`src/mrb_regs.vh`:
```
`ifndef MRB_REGS_VH
`define MRB_REGS_VH
// Base mode register fields
`define MRB_MR_WIDTH      19
`define MRB_BL_LSB        0
`define MRB_BL_MSB        1
`define MRB_BT_BIT        3
`define MRB_DLLRST_BIT    8
`define MRB_BSEL_BIT      12
`define MRB_RESERVED_MASK 19'h4e080
`define MRB_MR_RESET      19'h00000
// Burst length encodings
`define MRB_BL_FIXED8     2'h0
`define MRB_BL_OTF        2'h1
`define MRB_BL_CHOP4      2'h2
// Burst type encoding
`define MRB_BT_SEQ        1'h0
`define MRB_BT_INTLV      1'h1
// Command encodings {cs_n, ras_n, cas_n, we_n}
`define MRB_CMD_MRS       4'h0
`define MRB_CMD_READ      4'h5
`define MRB_CMD_WRITE     4'h4
`define MRB_BA_MR0        3'h0
// Timing counts in link clock cycles
`define MRB_REGISTER_WRITE_SPACING_CK       4'h4
`define MRB_MODE_UPDATE_DELAY_CK       4'hc
`define MRB_LOOP_LOCK_TIME_CK      10'h200
`define MRB_BEATS         4'h8
`define MRB_CHOP_BEATS    4'h4
`endif

```
`src/mrb_fifo.v`:
```
`timescale 1ns/1ns
module mrb_fifo #(
    parameter WIDTH = 8,
    parameter DEPTH = 8,
    parameter AW    = 3
) (
    input  wire             clk,
    input  wire             rst,
    input  wire [WIDTH-1:0] in_data,
    input  wire             in_valid,
    output wire             in_ready,
    output reg  [WIDTH-1:0] out_data,
    output wire             out_valid,
    input  wire             out_ready
);
    reg [WIDTH-1:0] mem [0:DEPTH-1];
    reg [AW:0]      wr_reg;
    reg [AW:0]      rd_reg;
    wire            full;
    wire            empty;
    assign full      = (wr_reg[AW-1:0] == rd_reg[AW-1:0]) && (wr_reg[AW] != rd_reg[AW]);
    assign empty     = (wr_reg == rd_reg);
    assign in_ready  = !full;
    assign out_valid = !empty;
    always @* begin
        out_data = mem[rd_reg[AW-1:0]];
    end
    always @(posedge clk) begin
        if (in_valid && !full) begin
            mem[wr_reg[AW-1:0]] <= in_data;
        end
    end
    always @(posedge clk) begin
        if (rst) begin
            wr_reg <= {(AW+1){1'b0}};
            rd_reg <= {(AW+1){1'b0}};
        end else begin
            if (in_valid && !full) begin
                wr_reg <= wr_reg + 1'b1;
            end
            if (out_ready && !empty) begin
                rd_reg <= rd_reg + 1'b1;
            end
        end
    end
endmodule

```
`src/mrb_core.v`:
```
`timescale 1ns/1ns
`include "mrb_regs.vh"
module mrb_core #(
    parameter DW   = 8,
    parameter COLW = 10
) (
    input  wire            clk,
    input  wire            rst,
    input  wire            ck_pin,
    input  wire            reset_n_pin,
    input  wire            cmd_cs_n,
    input  wire            cmd_ras_n,
    input  wire            cmd_cas_n,
    input  wire            cmd_we_n,
    input  wire [2:0]      cmd_ba,
    input  wire [18:0]     cmd_addr,
    input  wire [DW-1:0]   wr_data,
    input  wire [DW-1:0]   rd_in_data,
    input  wire            rd_in_valid,
    output wire            rd_in_ready,
    output reg  [COLW-1:0] col_addr,
    output reg             col_valid,
    output reg             col_is_write,
    output reg  [DW-1:0]   wr_out_data,
    output reg  [DW-1:0]   dq_out,
    output reg             dq_oe,
    output reg             dqs_oe,
    output reg  [18:0]     mode_value,
    output reg             features_ready,
    output reg             dll_reset_pulse,
    output reg             dll_locked
);
    localparam ST_IDLE  = 3'h1;
    localparam ST_READ  = 3'h2;
    localparam ST_WRITE = 3'h4;

    reg        ck_s1_reg, ck_s2_reg, ck_s3_reg;
    reg        rn_s1_reg, rn_s2_reg;
    reg [3:0]  cmd_s1_reg, cmd_s2_reg;
    reg [2:0]  ba_s1_reg, ba_s2_reg;
    reg [18:0] ad_s1_reg, ad_s2_reg;
    reg [DW-1:0] wd_s1_reg, wd_s2_reg;
    reg [18:0] mr_reg;
    reg [3:0]  mod_cnt_reg;
    reg [9:0]  lock_cnt_reg;
    reg [2:0]  state_reg;
    reg [3:0]  beat_reg;
    reg [2:0]  start_reg;
    reg        chop_reg;
    reg        intlv_reg;
    reg [COLW-1:0] base_reg;
    wire       ck_rise;
    wire       live;
    wire [3:0] cmd;
    wire       chop_now;
    wire [2:0] order;

    // Beat index to column low bits
    function [2:0] mrb_order;
        input [2:0] start;
        input [2:0] beat;
        input       intlv;
        begin
            if (intlv == `MRB_BT_INTLV)
                mrb_order = start ^ beat;
            else
                mrb_order = {start[2] ^ beat[2], start[1:0] + beat[1:0]};
        end
    endfunction

    always @(posedge clk) begin
        ck_s1_reg  <= ck_pin;
        ck_s2_reg  <= ck_s1_reg;
        ck_s3_reg  <= ck_s2_reg;
        rn_s1_reg  <= reset_n_pin;
        rn_s2_reg  <= rn_s1_reg;
        cmd_s1_reg <= {cmd_cs_n, cmd_ras_n, cmd_cas_n, cmd_we_n};
        cmd_s2_reg <= cmd_s1_reg;
        ba_s1_reg  <= cmd_ba;
        ba_s2_reg  <= ba_s1_reg;
        ad_s1_reg  <= cmd_addr;
        ad_s2_reg  <= ad_s1_reg;
        wd_s1_reg  <= wr_data;
        wd_s2_reg  <= wd_s1_reg;
    end

    // Pins sampled on the rising link clock edge; slow link keeps them stable
    assign ck_rise  = ck_s2_reg && !ck_s3_reg;
    assign live     = !rst && rn_s2_reg;
    assign cmd      = cmd_s2_reg;
    assign chop_now = (mr_reg[`MRB_BL_MSB:`MRB_BL_LSB] == `MRB_BL_CHOP4) ||
                      ((mr_reg[`MRB_BL_MSB:`MRB_BL_LSB] == `MRB_BL_OTF) &&
                       !ad_s2_reg[`MRB_BSEL_BIT]);
    assign order    = mrb_order(start_reg, beat_reg[2:0], intlv_reg);
    assign rd_in_ready = (state_reg == ST_READ) && ck_rise;

    always @(posedge clk) begin
        if (!live) begin
            mr_reg          <= `MRB_MR_RESET;
            mode_value      <= `MRB_MR_RESET;
            mod_cnt_reg     <= 4'h0;
            lock_cnt_reg    <= 10'h0;
            features_ready  <= 1'b1;
            dll_reset_pulse <= 1'b0;
            dll_locked      <= 1'b0;
            state_reg       <= ST_IDLE;
            beat_reg        <= 4'h0;
            start_reg       <= 3'h0;
            chop_reg        <= 1'b0;
            intlv_reg       <= 1'b0;
            base_reg        <= {COLW{1'b0}};
            col_addr        <= {COLW{1'b0}};
            col_valid       <= 1'b0;
            col_is_write    <= 1'b0;
            wr_out_data     <= {DW{1'b0}};
            dq_out          <= {DW{1'b0}};
            dq_oe           <= 1'b0;
            dqs_oe          <= 1'b0;
        end else begin
            dll_reset_pulse <= 1'b0;
            col_valid       <= 1'b0;
            if (ck_rise) begin
                if (mod_cnt_reg != 4'h0) begin
                    mod_cnt_reg <= mod_cnt_reg - 4'h1;
                end else begin
                    features_ready <= 1'b1;
                end
                if (lock_cnt_reg != 10'h0) begin
                    lock_cnt_reg <= lock_cnt_reg - 10'h1;
                end else begin
                    dll_locked <= 1'b1;
                end
                if (cmd == `MRB_CMD_MRS && ba_s2_reg == `MRB_BA_MR0) begin
                    mr_reg <= ad_s2_reg & ~(19'h1 << `MRB_DLLRST_BIT);
                    mode_value <= ad_s2_reg & ~(19'h1 << `MRB_DLLRST_BIT);
                    features_ready <= 1'b0;
                    mod_cnt_reg <= `MRB_MODE_UPDATE_DELAY_CK;
                    if (ad_s2_reg[`MRB_DLLRST_BIT]) begin
                        dll_reset_pulse <= 1'b1;
                        dll_locked      <= 1'b0;
                        lock_cnt_reg    <= `MRB_LOOP_LOCK_TIME_CK;
                    end
                end
                case (state_reg)
                    ST_IDLE: begin
                        dq_oe  <= 1'b0;
                        dqs_oe <= 1'b0;
                        if (cmd == `MRB_CMD_READ || cmd == `MRB_CMD_WRITE) begin
                            beat_reg  <= 4'h0;
                            chop_reg  <= chop_now;
                            intlv_reg <= mr_reg[`MRB_BT_BIT];
                            base_reg  <= {ad_s2_reg[COLW-1:3], 3'h0};
                            if (cmd == `MRB_CMD_WRITE) begin
                                start_reg <= chop_now ? {ad_s2_reg[2], 2'h0} : 3'h0;
                                state_reg <= ST_WRITE;
                            end else begin
                                start_reg <= ad_s2_reg[2:0];
                                state_reg <= ST_READ;
                            end
                        end
                    end
                    ST_READ: begin
                        if (chop_reg && beat_reg >= `MRB_CHOP_BEATS) begin
                            dq_oe  <= 1'b0;
                            dqs_oe <= 1'b0;
                        end else begin
                            dq_oe        <= 1'b1;
                            dqs_oe       <= 1'b1;
                            dq_out       <= rd_in_valid ? rd_in_data : {DW{1'b0}};
                            col_addr     <= base_reg | {{(COLW-3){1'b0}}, order};
                            col_valid    <= 1'b1;
                            col_is_write <= 1'b0;
                        end
                        beat_reg <= beat_reg + 4'h1;
                        if (beat_reg == `MRB_BEATS - 4'h1) begin
                            state_reg <= ST_IDLE;
                        end
                    end
                    ST_WRITE: begin
                        // Unused chop slots are dropped
                        if (!(chop_reg && beat_reg >= `MRB_CHOP_BEATS)) begin
                            col_addr     <= base_reg | {{(COLW-3){1'b0}}, start_reg + beat_reg[2:0]};
                            col_valid    <= 1'b1;
                            col_is_write <= 1'b1;
                            wr_out_data  <= wd_s2_reg;
                        end
                        beat_reg <= beat_reg + 4'h1;
                        if (beat_reg == `MRB_BEATS - 4'h1) begin
                            state_reg <= ST_IDLE;
                        end
                    end
                    default: begin
                        state_reg <= ST_IDLE;
                    end
                endcase
            end
        end
    end
endmodule

```
`src/mrb_top.v`:
```
`timescale 1ns/1ns
module mrb_top #(
    parameter DW   = 8,
    parameter COLW = 10
) (
    input  wire            clk,
    input  wire            rst,
    input  wire            ck_pin,
    input  wire            reset_n_pin,
    input  wire            cmd_cs_n,
    input  wire            cmd_ras_n,
    input  wire            cmd_cas_n,
    input  wire            cmd_we_n,
    input  wire [2:0]      cmd_ba,
    input  wire [18:0]     cmd_addr,
    input  wire [DW-1:0]   wr_data,
    input  wire [DW-1:0]   array_data,
    input  wire            array_valid,
    output wire            array_ready,
    output wire [COLW-1:0] col_addr,
    output wire            col_valid,
    output wire            col_is_write,
    output wire [DW-1:0]   wr_out_data,
    output wire [DW-1:0]   dq_out,
    output wire            dq_oe,
    output wire            dqs_oe,
    output wire [18:0]     mode_value,
    output wire            features_ready,
    output wire            dll_reset_pulse,
    output wire            dll_locked
);
    wire [DW-1:0] f_data;
    wire          f_valid;
    wire          f_ready;
    // Read data is staged so the array may run ahead of the beats
    mrb_fifo #(.WIDTH(DW), .DEPTH(8), .AW(3)) u_fifo (
        .clk       (clk),
        .rst       (rst),
        .in_data   (array_data),
        .in_valid  (array_valid),
        .in_ready  (array_ready),
        .out_data  (f_data),
        .out_valid (f_valid),
        .out_ready (f_ready)
    );
    mrb_core #(.DW(DW), .COLW(COLW)) u_core (
        .clk             (clk),
        .rst             (rst),
        .ck_pin          (ck_pin),
        .reset_n_pin     (reset_n_pin),
        .cmd_cs_n        (cmd_cs_n),
        .cmd_ras_n       (cmd_ras_n),
        .cmd_cas_n       (cmd_cas_n),
        .cmd_we_n        (cmd_we_n),
        .cmd_ba          (cmd_ba),
        .cmd_addr        (cmd_addr),
        .wr_data         (wr_data),
        .rd_in_data      (f_data),
        .rd_in_valid     (f_valid),
        .rd_in_ready     (f_ready),
        .col_addr        (col_addr),
        .col_valid       (col_valid),
        .col_is_write    (col_is_write),
        .wr_out_data     (wr_out_data),
        .dq_out          (dq_out),
        .dq_oe           (dq_oe),
        .dqs_oe          (dqs_oe),
        .mode_value      (mode_value),
        .features_ready  (features_ready),
        .dll_reset_pulse (dll_reset_pulse),
        .dll_locked      (dll_locked)
    );
endmodule

```
`config.mk`:
```
export PLATFORM = sky130hd
export DESIGN_NAME = mrb_top
export DESIGN_NICKNAME = d
export VERILOG_FILES = /design/src/mrb_fifo.v /design/src/mrb_core.v /design/src/mrb_top.v
export VERILOG_INCLUDE_DIRS = /design/src
export SDC_FILE = /design/constraint.sdc
export NUM_CORES = 1
export LEC_CHECK = 0
export BUFFER_PORTS_ARGS = -buffer_cell sky130_fd_sc_hd__clkbuf_2
export CORE_MARGIN = 2
export CORE_UTILIZATION = 38
export CTS_CLUSTER_DIAMETER = 120
export DETAILED_ROUTE_END_ITERATION = 6
export GPL_TIMING_DRIVEN = 0
export HOLD_SLACK_MARGIN = 0.03
export SYNTH_ARGS = -nofsm -noshare
export SYNTH_HDL_FRONTEND = slang
export SYNTH_SLANG_ARGS = --single-unit
```
`constraint.sdc`:
```
create_clock -name clk -period 2.2 [get_ports clk]
set_input_delay 0.44 -clock clk [delete_from_list [all_inputs] [get_ports clk]]
set_output_delay 0.44 -clock clk [all_outputs]
set_load 0.02 [all_outputs]
```
==> Word level (Yosys, flattened, before mapping) <==
Memories as Yosys holds them, arrays and structs flattened. A register that Yosys moved wholly into a read port is not among the register bits.
Index checks and enable logic that the tools add are counted.
{ "totals": {"reg_bits": 164, "mem_bits_rw": 64, "in_bits": 47, "elab_cells": 133, "memories": 1} }
{ "op_classes": {"addsub": 7, "order_cmp": 1, "n_eq_ne": 16, "mux": 33, "n_bitwise": 5, "reduce_logical": 37} }
{ "mem_list": {"columns": ["name", "words", "width", "rd", "rd_ports_with_merged_regs", "wr", "line_no", "text"], "rows": [
  ["u_fifo.mem", 8, 8, 1, 1, 1, "mrb_fifo.v:16", "reg [WIDTH-1:0] mem [0:DEPTH-1];"]
]} }
{ "op_table": {"columns": ["op", "count"], "rows": [
  ["10-bit two-way mux", 5],
  ["3-bit two-way mux", 8],
  ["3-bit AND reduction", 7],
  ["10-bit by 3-bit OR with 10-bit output", 2],
  ["10-bit one-hot mux with 2 select lines", 1],
  ["4-bit by 1-bit adder with 4-bit output (second input constant)", 3],
  ["4-bit by 3-bit equality test with 1-bit output (second input constant)", 3],
  ["4-bit two-way mux", 3],
  ["1-bit two-way mux", 11],
  ["10-bit nonzero test", 1],
  ["10-bit by 1-bit subtractor with 10-bit output (second input constant)", 1],
  ["1-bit logical AND", 9],
  ["8-bit two-way mux", 1],
  ["4-bit one-hot mux with 2 select lines", 1],
  ["2-bit AND reduction", 4],
  ["2-bit nonzero test", 4],
  ["2-bit != test (second input constant)", 3],
  ["3-bit one-hot mux with 2 select lines", 1],
  ["1-bit zero test", 5],
  ["4-bit equality test", 1],
  ["4-bit by 3-bit >= comparator with 1-bit output (second input constant)", 1],
  ["4-bit zero test", 1],
  ["2-bit by 1-bit != test with 1-bit output (second input constant)", 2],
  ["1-bit one-hot mux with 2 select lines", 2],
  ["other kinds (18)", 19]
]} }

==> Longest topological paths before layout <==
Gate-level depths: netlist (run 1).
{ "depth": {"word_depth": 6, "mapped_depth": 7, "mapped_depth_nobuf": 7} }

==> Hierarchy <==
Synthesis (run 1) repeated with hierarchy kept, for this count alone.
{ "hier_totals": {"hier_cells": 646, "area_unflattened_um2": 8100.3} }
{ "modules_own_cells": {"columns": ["mod", "n_inst", "cells_each", "area_per_inst_um2", "seq_area_each_um2"], "rows": [
  ["mrb_core", 1, 468, 4924.7, 3123.0],
  ["mrb_fifo", 1, 178, 3175.5, 2142.1]
]} }

==> Least setup slack after synthesis (run 1) <==
No wires, ideal clock.
{ "synth_path": {"kind": "reg2reg", "start": "register u_fifo.wr_reg[1]", "end": "memory u_fifo.mem[0][0], enable pin", "setup_ns": 0.383, "arrival_ns": 1.652, "required_ns": 1.817, "setup_slack_ns": 0.164, "path_stages_with_launch": 6, "path_buffers": 1, "period_less_slack_ns": 2.036, "path_cell_list": "dfxtp_1 -> buf_2 -> xnor2_1 -> nand4_1 -> nand3_1 -> nor3_1"} }
{ "synth_via": {"elab_chain_len": 6} }
{ "synth_lines": {"columns": ["element", "line_no", "text"], "rows": [
  ["start, declared", "mrb_fifo.v:17", "reg [AW:0] wr_reg;"],
  ["start signal, assigned", "mrb_fifo.v:35", "wr_reg <= {(AW+1){1'b0}};"],
  ["start signal, assigned", "mrb_fifo.v:39", "wr_reg <= wr_reg + 1'b1;"],
  ["3-bit equality test", "mrb_fifo.v:21", "assign full = (wr_reg[AW-1:0] == rd_reg[AW-1:0]) && (wr_reg[AW] != rd_reg[AW]);"],
  ["1-bit logical AND", "mrb_fifo.v:21", null],
  ["1-bit zero test", null, null],
  ["net array_ready", "mrb_top.v:19", "output wire array_ready,"],
  ["1-bit logical AND", "mrb_fifo.v:29", "if (in_valid && !full) begin"],
  ["1-bit two-way mux", "mrb_fifo.v:29", null],
  ["1-bit two-way mux (implied by the code)", "mrb_fifo.v:30", "mem[wr_reg[AW-1:0]] <= in_data;"],
  ["end, declared", "mrb_fifo.v:16", null]
]} }
The timed path passes the listed nets, and every way through them passes these cells.

==> Worst setup path in the final report (run 1) <==
{ "layout_path": {"start": "register u_fifo.wr_reg[1]", "end": "memory u_fifo.mem[6][1], enable pin"} }
{ "layout_via": {"elab_chain_len": 6} }
{ "layout_lines": {"columns": ["element", "line_no"], "rows": [
  ["3-bit equality test", "mrb_fifo.v:21"],
  ["1-bit logical AND", "mrb_fifo.v:21"],
  ["1-bit zero test", "mrb_fifo.v:29"],
  ["1-bit logical AND", "mrb_fifo.v:29"],
  ["1-bit two-way mux", "mrb_fifo.v:29"],
  ["1-bit two-way mux (implied by the code)", "mrb_fifo.v:30"]
]} }
Parallel ways exist; a longest one is shown, timed or not.

==> impl_metrics.yaml, run 1 <==
sta:
  period_share_pct: 96.82
  finalClockSkew_ps: 10.60
  hold_violations: 0
  fmax_mhz: 469.5
  finalSetupViolCount: 0
  drv_slew: 0
  max_slew_margin_pct: 38.35
  min_period_ps: 2130
  rsz0062_at_grt: "yes"
  worst_slew_pin_slew_ps: 919.8
  layout_setup_ws_ps: 69.89
  timing.setup.tns_ps: 0
layout:
  antennaDiodeCount: 0
  layout.nets: 842
  nFillCells: 1830
  area.growth.synth_to_final_pct: 24.65
  utilization_pct: 48.66
  drive_gt1_share_pct: 23.63
  largest_reg_flops: 64
  regArea_sq_mm: 0.005265
  stdcell_count: 1074
  multi_input_area_sq_mm: 0.002541
  final_area_sq_mm: 0.009941
route:
  wl_um: 16940
  drc: 0
  drt-wirelength-per-cell_um: 15.77
  routed_via_density: 4.863
  first_iter_violations: 291
  drtAntennaViolNets: 0
  vias: 5223
  drt_pass1_iterations: 4
global_route:
  grt_pass1_wl_um: 27520
  top_usage_layer: "met2"
  use_met3_pct: 3.394
  met2_usage_pct: 26.34
  grt_pass1_vias: 5378
  track_usage_pct: 15.55
  grt-ovfl-total: 0
  use_met1_pct: 20.34
  antenna_found_initial: 0
  grt_max_degree: 15
clock_network:
  cts_tree: "done"
  cts_max_path_buffers: 3
  clkLatencyLatePin_ps: 500
  clkTransAtPathRegs_ps: 60
  cts_sinks: 231
  cts_htree_levels: 1
  cts_root_buffer: "clkbuf_16"
  numCtsBuffers: 23
floorplan:
  die_x_um: 148.9
  coreArea_sq_mm: 0.02043
  die_area_sq_mm: 0.02216
  rows: 52
  initial_core_util_pct: 39.04
  ios: 100
  fp.dieH_um: 148.9
place:
  place_area_sq_mm: 0.008808
  gp_congestion: 0.8459
  placed_cells: 999
  pre_cts_ws_ps: -428.8
  dp_hpwl_um: 11760
  port_buffers: 98
hold_path:
  timing.hold.worst.class: "in -> reg"
power:
  p_leak_nw: 3.858
  p_per_area_mw_per_mm2: 878.6
  vdd_drop_max_mv: 0.5874
synth:
  synth_area_sq_mm: 0.007975
  synth-simple-area-share_pct: 13.02
  synth_compound_area_share_pct: 5.538
  synth_fp_nets: 686
  synth_common_cells: "167 x dfxtp_1, 64 x edfxtp_1, 52 x nand2_1"
  postSynth.asyncResetShare_pct: 0
  synth_top_family_by_area: "simple AND/OR/NAND/NOR gates"
  ys_warn_count: 0
  synth-seq-cells: 231
  synth.top_cells.by_area: "dfxtp_1 42%, edfxtp_1 24%, mux4_2 4.5%, mux2i_1 3.6%, a21oi_1 3.1%"
  yosysMostFrequentCell: "dfxtp_1"
  synth_xor_area_share_pct: 1.741
  synth.distinct_cells: 57
  synth_edf_count: 64
  synth_seq_area_share_pct: 66.02
  synth_top_area_cell: "dfxtp_1"
  netlist_instances: 631
  synth_top_area_share_pct: 41.92
  synth_mux_area_share_pct: 9.900
  synth_fa_ha_area_share_pct: 1.349
  synth_top_flop_cell: "dfxtp_1"
  postSynthAreaPerCell_sq_um: 12.64
setup_path:
  end_kind: "flip-flop"
  crit_type: "reg -> reg"
  cp.required_ps: 2320
  cp_max_fo: 8
  critPathLaunchType: "flip-flop"
  worstPathArrival_ps: 2250
outcome:
  status: "finished, final reports clean"
job:
  cap_viol_max_count: 0
==> layout make-up <==
cell class | count | area share [%]
Timing Repair Buffer | 131 | 8.357
Multi-Input combinational cell | 360 | 25.56
Sequential cell | 231 | 52.96
Clock inverter | 9 | 1.233
Tap cell | 270 | 3.398
Inverter | 10 | 0.3776
Clock buffer | 33 | 6.570
Buffer | 30 | 1.536
==> logic make-up after synthesis <==
kind of cell	count (synthesis)
other	1
and+or+nand+nor	203
AOI/OAI and AO/OA	76
xor gates and xnor gates	15
DFF	231
adders and majority gates	8
buffers and inverters	40
muxes	57
==> path summary, 6_finish.rpt <==
check / depth (start not counted) / slack [ps] / to / from
min reg2reg: 0 / 330 / u_core.ad_s2_reg[16]$_DFF_P_ / u_core.ad_s1_reg[16]$_DFF_P_
max: 5 / 70 / u_fifo.mem[6][1]$_DFFE_PP_ / u_fifo.wr_reg[1]$_SDFFE_PP0P_
min: 1 / 50 / u_core.wd_s1_reg[7]$_DFF_P_ / wr_data[7]
max reg2reg: 5 / 70 / u_fifo.mem[6][1]$_DFFE_PP_ / u_fifo.wr_reg[1]$_SDFFE_PP0P_
==> metal layers <==
| layer | up-vias | wire length, um | share of wire, % |
|---|---|---|---|
| met5 | - | 0 | 0 |
| met4 | 0 | 205 | 1.2 |
| met3 | 18 | 1094 | 6.5 |
| met2 | 125 | 8232 | 49 |
| met1 | 2526 | 7405 | 44 |
| li1 | 2554 | - | - |
==> cell usage in the layout, fill, tap and decap left out, drive strengths merged, types with 6 or more instances in the layout <==
cell / count
xnor2: 10
nand3: 34
dlygate4sd3: 32
clkbuf: 145
inv: 11
nor2: 51
buf: 17
or3: 6
nand2: 52
a21oi: 50
edfxtp: 64
nor3: 12
mux2: 12
nand2b: 8
ha: 7
mux2i: 29
nor2b: 7
o21ai: 11
dfxtp: 167
mux4: 16
==> critical path, stage by stage, from the launching register on <==
cell and delay [ps]:
dfxtp_1 320, buf_2 210, xnor2_1 120, nand4_1 170
nand3_1 220, nor2_1 720
==> through the flow <==
step	power, W	hold WS [ps]
final	0.008734	46.31
after global routing	0.009032	32.25
after CTS	0.008816	30.76
after detailed placement	0.004818	312.1
after global placement	0.004804	309.8
after floorplan	0.004705	309.6
==> what timing repair did <==
| action | 4_1_cts | 5_1_grt |
|---|---|---|
| hold buffers | 31 | 1 |
| resized for setup | 3 | 1 |
| pin swaps | 0 | 1 |
| endpoints found under the hold margin | 31 | 1 |
| setup endpoints to repair | 23 | 42 |
| buffers inserted | 0 | 1 |
==> where the power goes <==
| group | internal (W) | switching (W) | total, W |
|---|---|---|---|
| clock | 0.00242 | 0.00155 | 0.00396 |
| sequential | 0.00447 | 0.0000342 | 0.00450 |
| combinational | 0.000121 | 0.000147 | 0.000267 |
| total | 0.00701 | 0.00173 | 0.00873 |
(Power assumes the default switching activity.)
==> inputs of run 2 (changes only) <==
--- a/config.mk
+++ b/config.mk
@@ -6,13 +6,15 @@
 export SDC_FILE = /design/constraint.sdc
 export NUM_CORES = 1
 export LEC_CHECK = 0
-export BUFFER_PORTS_ARGS = -buffer_cell sky130_fd_sc_hd__clkbuf_2
+export BUFFER_PORTS_ARGS = -buffer_cell sky130_fd_sc_hd__buf_2
+export CAP_MARGIN = 20
 export CORE_MARGIN = 2
-export CORE_UTILIZATION = 38
+export CORE_UTILIZATION = 57
 export CTS_CLUSTER_DIAMETER = 120
 export DETAILED_ROUTE_END_ITERATION = 6
 export GPL_TIMING_DRIVEN = 0
 export HOLD_SLACK_MARGIN = 0.03
+export PLACE_DENSITY = 0.79
 export SYNTH_ARGS = -nofsm -noshare
 export SYNTH_HDL_FRONTEND = slang
 export SYNTH_SLANG_ARGS = --single-unit
==> run 2 against run 1 <==
Against the previous run: critical path depth stayed put; flip-flop and latch count stayed put; design area is 0.93% lower; sequential power hardly changed; sequential share of layout area is 0.50 points higher.
==> impl_metrics.yaml, run 2 (synthesis results as in run 1) <==
route:
  first_iter_violations: 424
  drt_pass1_iterations: 5
  drc: 0
  vias: 5483
  drtAntennaViolNets: 0
  wl_um: 17890
  routed_via_density: 5.561
  drt-wirelength-per-cell_um: 18.14
floorplan:
  rows: 43
  ios: 100
  die_area_sq_mm: 0.01495
  coreArea_sq_mm: 0.01377
  fp.dieH_um: 122.3
  initial_core_util_pct: 57.90
  die_x_um: 122.3
layout:
  multi_input_area_sq_mm: 0.002544
  nFillCells: 917
  layout_commonest_cell: "dfxtp_1"
  drive_gt1_share_pct: 24.69
  stdcell_count: 986
  largest_reg_flops: 64
  area.growth.synth_to_final_pct: 23.49
  utilization_pct: 71.50
  final_cell_mix: "167 x dfxtp_1, 109 x buf_2, 64 x edfxtp_1, 52 x nand2_1, 50 x a21oi_1"
  regArea_sq_mm: 0.005265
  layout.nets: 844
  antennaDiodeCount: 0
setup_path:
  cp_max_fo: 10
  cp.required_ps: 2570
  reg2regPathDepth: 5
  critPathLaunchType: "flip-flop"
  critPathMaxStageDelay_ps: 540
  crit_buf_inv: 1
  crit_type: "reg -> reg"
  reg2reg_slack_ps: 70
  path_cells: "buf_2 > xnor2_1 > nand4_1 > nand3_1 > mux2_1"
  end_kind: "flip-flop"
  slowest_stage: "nand4_1"
  cp_top_family: "simple AND/OR/NAND/NOR gates"
  worstPathArrival_ps: 2510
  reg2reg_from: "u_fifo.wr_reg[1]$_SDFFE_PP0P_"
clock_network:
  clkLatencyLatePin_ps: 510
  clkTransAtPathRegs_ps: 70
  cts_sinks: 231
  cts_max_path_buffers: 3
  cts_tree: "done"
  cts_root_buffer: "clkbuf_16"
  numCtsBuffers: 23
  cts_htree_levels: 1
sta:
  worst_slew_pin_slew_ps: 797.2
  hold_violations: 0
  max_slew_margin_pct: 46.66
  min_period_ps: 2134
  timing.setup.tns_ps: 0
  whs_ps: 45.82
  rsz0062_at_grt: "yes"
  period_share_pct: 96.99
  finalClockSkew_ps: 20.80
  layout_setup_ws_ps: 66.20
  fmax_mhz: 468.6
  finalSetupViolCount: 0
  drv_slew: 0
outcome:
  status: "finished, final reports clean"
job:
  cap_viol_max_count: 0
power:
  p_per_area_mw_per_mm2: 893.0
  vdd_drop_max_mv: 0.7520
  p_leak_nw: 3.911
place:
  placed_cells: 911
  gp_congestion: 0.8024
  port_buffers: 98
  pre_cts_ws_ps: -31.13
  dp_hpwl_um: 11210
global_route:
  track_usage_pct: 23.62
  grt-ovfl-total: 0
  antenna_found_initial: 0
  grt_max_degree: 16
  grt_pass1_vias: 5632
  grt_pass1_wl_um: 27600
hold_path:
  whs_path_depth: 1
  hold_path_end: "u_core.ad_s1_reg[11]$_DFF_P_"
  timing.hold.worst.class: "in -> reg"
  hold_start: "cmd_addr[11]"
-- run 2: changes by cell type in the layout (fill, tap and decap cells not counted) --
cell | before | now
clkinv_4 | 0 | 1
clkinv_2 | 4 | 6
bufinv_16 | 3 | 2
clkbuf_2 | 98 | 0
clkinvlp_4 | 0 | 1
buf_2 | 11 | 109
buf_12 | 1 | 0
clkinv_1 | 1 | 0
clkbuf_1 | 20 | 15
buf_4 | 3 | 6
nor2_2 | 2 | 3
nor2_1 | 49 | 48
clkbuf_8 | 4 | 7
-- run 2: worst max-delay path by stage --
| stage | from | to | slack, ps | depth (start not counted) |
|---|---|---|---|---|
| after floorplan | u_fifo.wr_reg[1]$_SDFFE_PP0P_ | u_fifo.mem[0][0]$_DFFE_PP_ | 160 | 5 |
| after global placement | u_fifo.wr_reg[1]$_SDFFE_PP0P_ | u_fifo.mem[0][5]$_DFFE_PP_ | -200 | 5 |
| after detailed placement | u_fifo.wr_reg[1]$_SDFFE_PP0P_ | u_fifo.wr_reg[3]$_SDFFE_PP0P_ | -30 | 5 |
| after CTS | u_fifo.wr_reg[1]$_SDFFE_PP0P_ | u_fifo.mem[0][5]$_DFFE_PP_ | 20 | 6 |
| after global routing | u_fifo.wr_reg[1]$_SDFFE_PP0P_ | u_fifo.mem[2][5]$_DFFE_PP_ | -60 | 5 |
| final | u_fifo.wr_reg[1]$_SDFFE_PP0P_ | flip-flop | 70 | 5 |
-- run 2: routing by layer --
layer  up-vias  track usage [%]  wire length, um
li1       2565                -                -
met1      2652            28.79             7104
met2       216            41.63             9183
met3        50            4.600             1056
met4         0            8.764              545
met5         -                0                0
-- run 2: final cells by class --
class	instances	share of cell area [%]
plain buffers	30	1.550
clock buffers	31	6.861
clock inverters	11	1.169
inverters	10	0.3811
multi-input cells	360	25.83
flip-flops and latches	231	53.46
well taps	180	2.287
repair buffers	133	8.461
-- run 2: worst register-to-register path, stage by stage, from the launching register on --
cell,delay (ps)
dfxtp_1,310
buf_2,170
xnor2_1,230
nand4_1,540
nand3_1,360
mux2_1,380
-- run 2: per-stage QoR --
step,area (sq um),total power [W]
final,9848,0.008795
after detailed placement,8706,0.004821
after global routing,9848,0.009041
after CTS,9768,0.008794
after global placement,8691,0.004799
after floorplan,7975,0.004705
-- run 2: power by group --
part	internal, W	total, W	switching (W)
logic	0.000124	0.000280	0.000155
registers	0.00447	0.00451	0.0000381
clock network	0.00239	0.00401	0.00161
-- run 2: repair_timing --
action	in CTS	in global routing
setup endpoints to repair	3	46
gates cloned	0	0
buffers inserted	0	1
pin swaps	0	1
gates resized for setup	2	4
hold endpoints to repair	26	6
hold buffers	26	6
==> inputs of run 3 (changes only) <==
--- a/config.mk
+++ b/config.mk
@@ -15,6 +15,7 @@
 export GPL_TIMING_DRIVEN = 0
 export HOLD_SLACK_MARGIN = 0.03
 export PLACE_DENSITY = 0.79
+export RECOVER_POWER = 100
 export SYNTH_ARGS = -nofsm -noshare
 export SYNTH_HDL_FRONTEND = slang
 export SYNTH_SLANG_ARGS = --single-unit
==> run 3 against run 2 <==
Against the previous run: core utilization shrank 0.69 points; design area shrank 0.97%; clock-buffer cell count is the same; first-iteration DRC count grew 2.1%; setup slack gained 1.3 ps; clock skew shrank 4.5 ps; non-clock buffer count is the same; critical path depth is the same; cell count is the same; clock power is essentially flat; power is essentially flat; sequential share of layout area grew 0.52 points; largest power group unchanged.
==> impl_metrics.yaml, run 3 (synthesis results as in run 1) <==
setup_path:
  critPathLaunchType: "flip-flop"
  cp_max_fo: 10
  crit_type: "reg -> reg"
  end_kind: "flip-flop"
  worstPathArrival_ps: 2500
  cp.required_ps: 2570
job:
  cap_viol_max_count: 0
layout:
  drive_gt1_share_pct: 17.00
  nFillCells: 959
  area.growth.synth_to_final_pct: 22.29
  largest_reg_flops: 64
  utilization_pct: 70.81
  final_cell_mix: "167 x dfxtp_1, 76 x clkbuf_1, 64 x edfxtp_1, 52 x nand2_1, 50 x a21oi_1"
  stdcell_count: 986
  layout.nets: 844
  antennaDiodeCount: 0
  layout_commonest_cell: "dfxtp_1"
route:
  drt-wirelength-per-cell_um: 18.10
  drc: 0
  drt_pass1_iterations: 5
  drtAntennaViolNets: 0
  routed_via_density: 5.551
  first_iter_violations: 433
  vias: 5473
  wl_um: 17840
clock_network:
  cts_root_buffer: "clkbuf_16"
  numCtsBuffers: 23
  cts_max_path_buffers: 3
  cts_tree: "done"
  clkLatencyLatePin_ps: 510
  cts_htree_levels: 1
  clkTransAtPathRegs_ps: 60
  cts_sinks: 231
sta:
  period_share_pct: 96.93
  finalClockSkew_ps: 16.26
  whs_ps: 48.83
  finalSetupViolCount: 0
  rsz0062_at_grt: "yes"
  drv_slew: 0
  hold_violations: 0
  min_period_ps: 2132
  fmax_mhz: 468.9
  worst_slew_pin_slew_ps: 797.1
  max_slew_margin_pct: 46.67
  layout_setup_ws_ps: 67.50
floorplan:
  die_area_sq_mm: 0.01495
  ios: 100
  coreArea_sq_mm: 0.01377
  die_x_um: 122.3
  initial_core_util_pct: 57.90
  fp.dieH_um: 122.3
  rows: 43
place:
  dp_hpwl_um: 11210
  port_buffers: 98
  placed_cells: 911
  gp_congestion: 0.8024
  pre_cts_ws_ps: -31.13
power:
  power_frac_clock_pct: 45.6
  power_switching_w: 0.001807
  p_comb_share_pct: 3.1
  swShare_pct: 20.55
  seq_power_share_pct: 51.3
  power.internal_w: 0.006983
  vdd_drop_max_mv: 0.7517
  p_per_area_mw_per_mm2: 901.2
  p_leak_nw: 3.659
global_route:
  grt_max_degree: 16
  grt_pass1_wl_um: 27600
  grt-ovfl-total: 0
  antenna_found_initial: 0
  track_usage_pct: 23.62
  grt_pass1_vias: 5632
hold_path:
  timing.hold.worst.class: "in -> reg"
outcome:
  status: "finished, final reports clean"
run 3: cell type report:
cell class	instances	area [sq um]	area share (%)
buffer	30	152.6	1.565
clock buffer	31	675.6	6.928
clock inverter	11	115.1	1.180
inverter	10	37.54	0.3849
multi-input combinational	360	2525	25.89
sequential	231	5265	53.98
tap	180	225.2	2.309
timing repair buffer	133	757.0	7.761
run 3: repair_timing:
item                                    CTS  global route
endpoints found under the setup margin    3            46
pin swaps                                 0             1
buffers inserted                          0             1
gates resized for setup                   2             4
hold buffers                             26             6
hold endpoints to repair                 26             6
cloned                                    0             0
run 3: path summary, 6_finish.rpt:
check / start / to / slack, ps / cells past startpoint
setup / recovery: u_fifo.wr_reg[1]$_SDFFE_PP0P_ / flip-flop / 70 / 5
hold / removal: cmd_addr[8] / u_core.ad_s1_reg[8]$_DFF_P_ / 50 / 1
setup reg to reg: u_fifo.wr_reg[1]$_SDFFE_PP0P_ / flip-flop / 70 / 5
hold reg to reg: u_core.wd_s1_reg[1]$_DFF_P_ / u_core.wd_s2_reg[1]$_DFF_P_ / 330 / 0
run 3: metrics by stage:
stage	setup TNS [ps]	cell area (sq um)	power [W]
6_report	0	9753	0.008789
5_1_grt	-1122	9753	0.009036
4_1_cts	0	9768	0.008794
3_5_place_dp	-31.13	8706	0.004821
3_3_place_gp	-3112	8691	0.004799
2_1_floorplan	0	7975	0.004705
run 3: critical path: stages, from the launching register on:
cell and delay (ps):
dfxtp_1 310, buf_2 170, xnor2_1 230, nand4_1 550, nand3_1 360, mux2_1 380
run 3: power by group through the flow:
stage	clock (W)	combinational [W]	sequential (W)
finish	0.00401	0.000275	0.00451
global route	0.00423	0.000296	0.00451
CTS	0.00402	0.000265	0.00450
detailed placement	0	0.000224	0.00460
global placement	0	0.000209	0.00459
floorplan	0	0.000120	0.00459
run 3: per-layer routing:
layer | wire, um | track usage, % | up-vias
met5 | 0 | 0 | -
met4 | 530 | 8.764 | 0
met3 | 929 | 4.600 | 50
met2 | 9215 | 41.63 | 199
met1 | 7169 | 28.79 | 2664
li1 | - | - | 2560
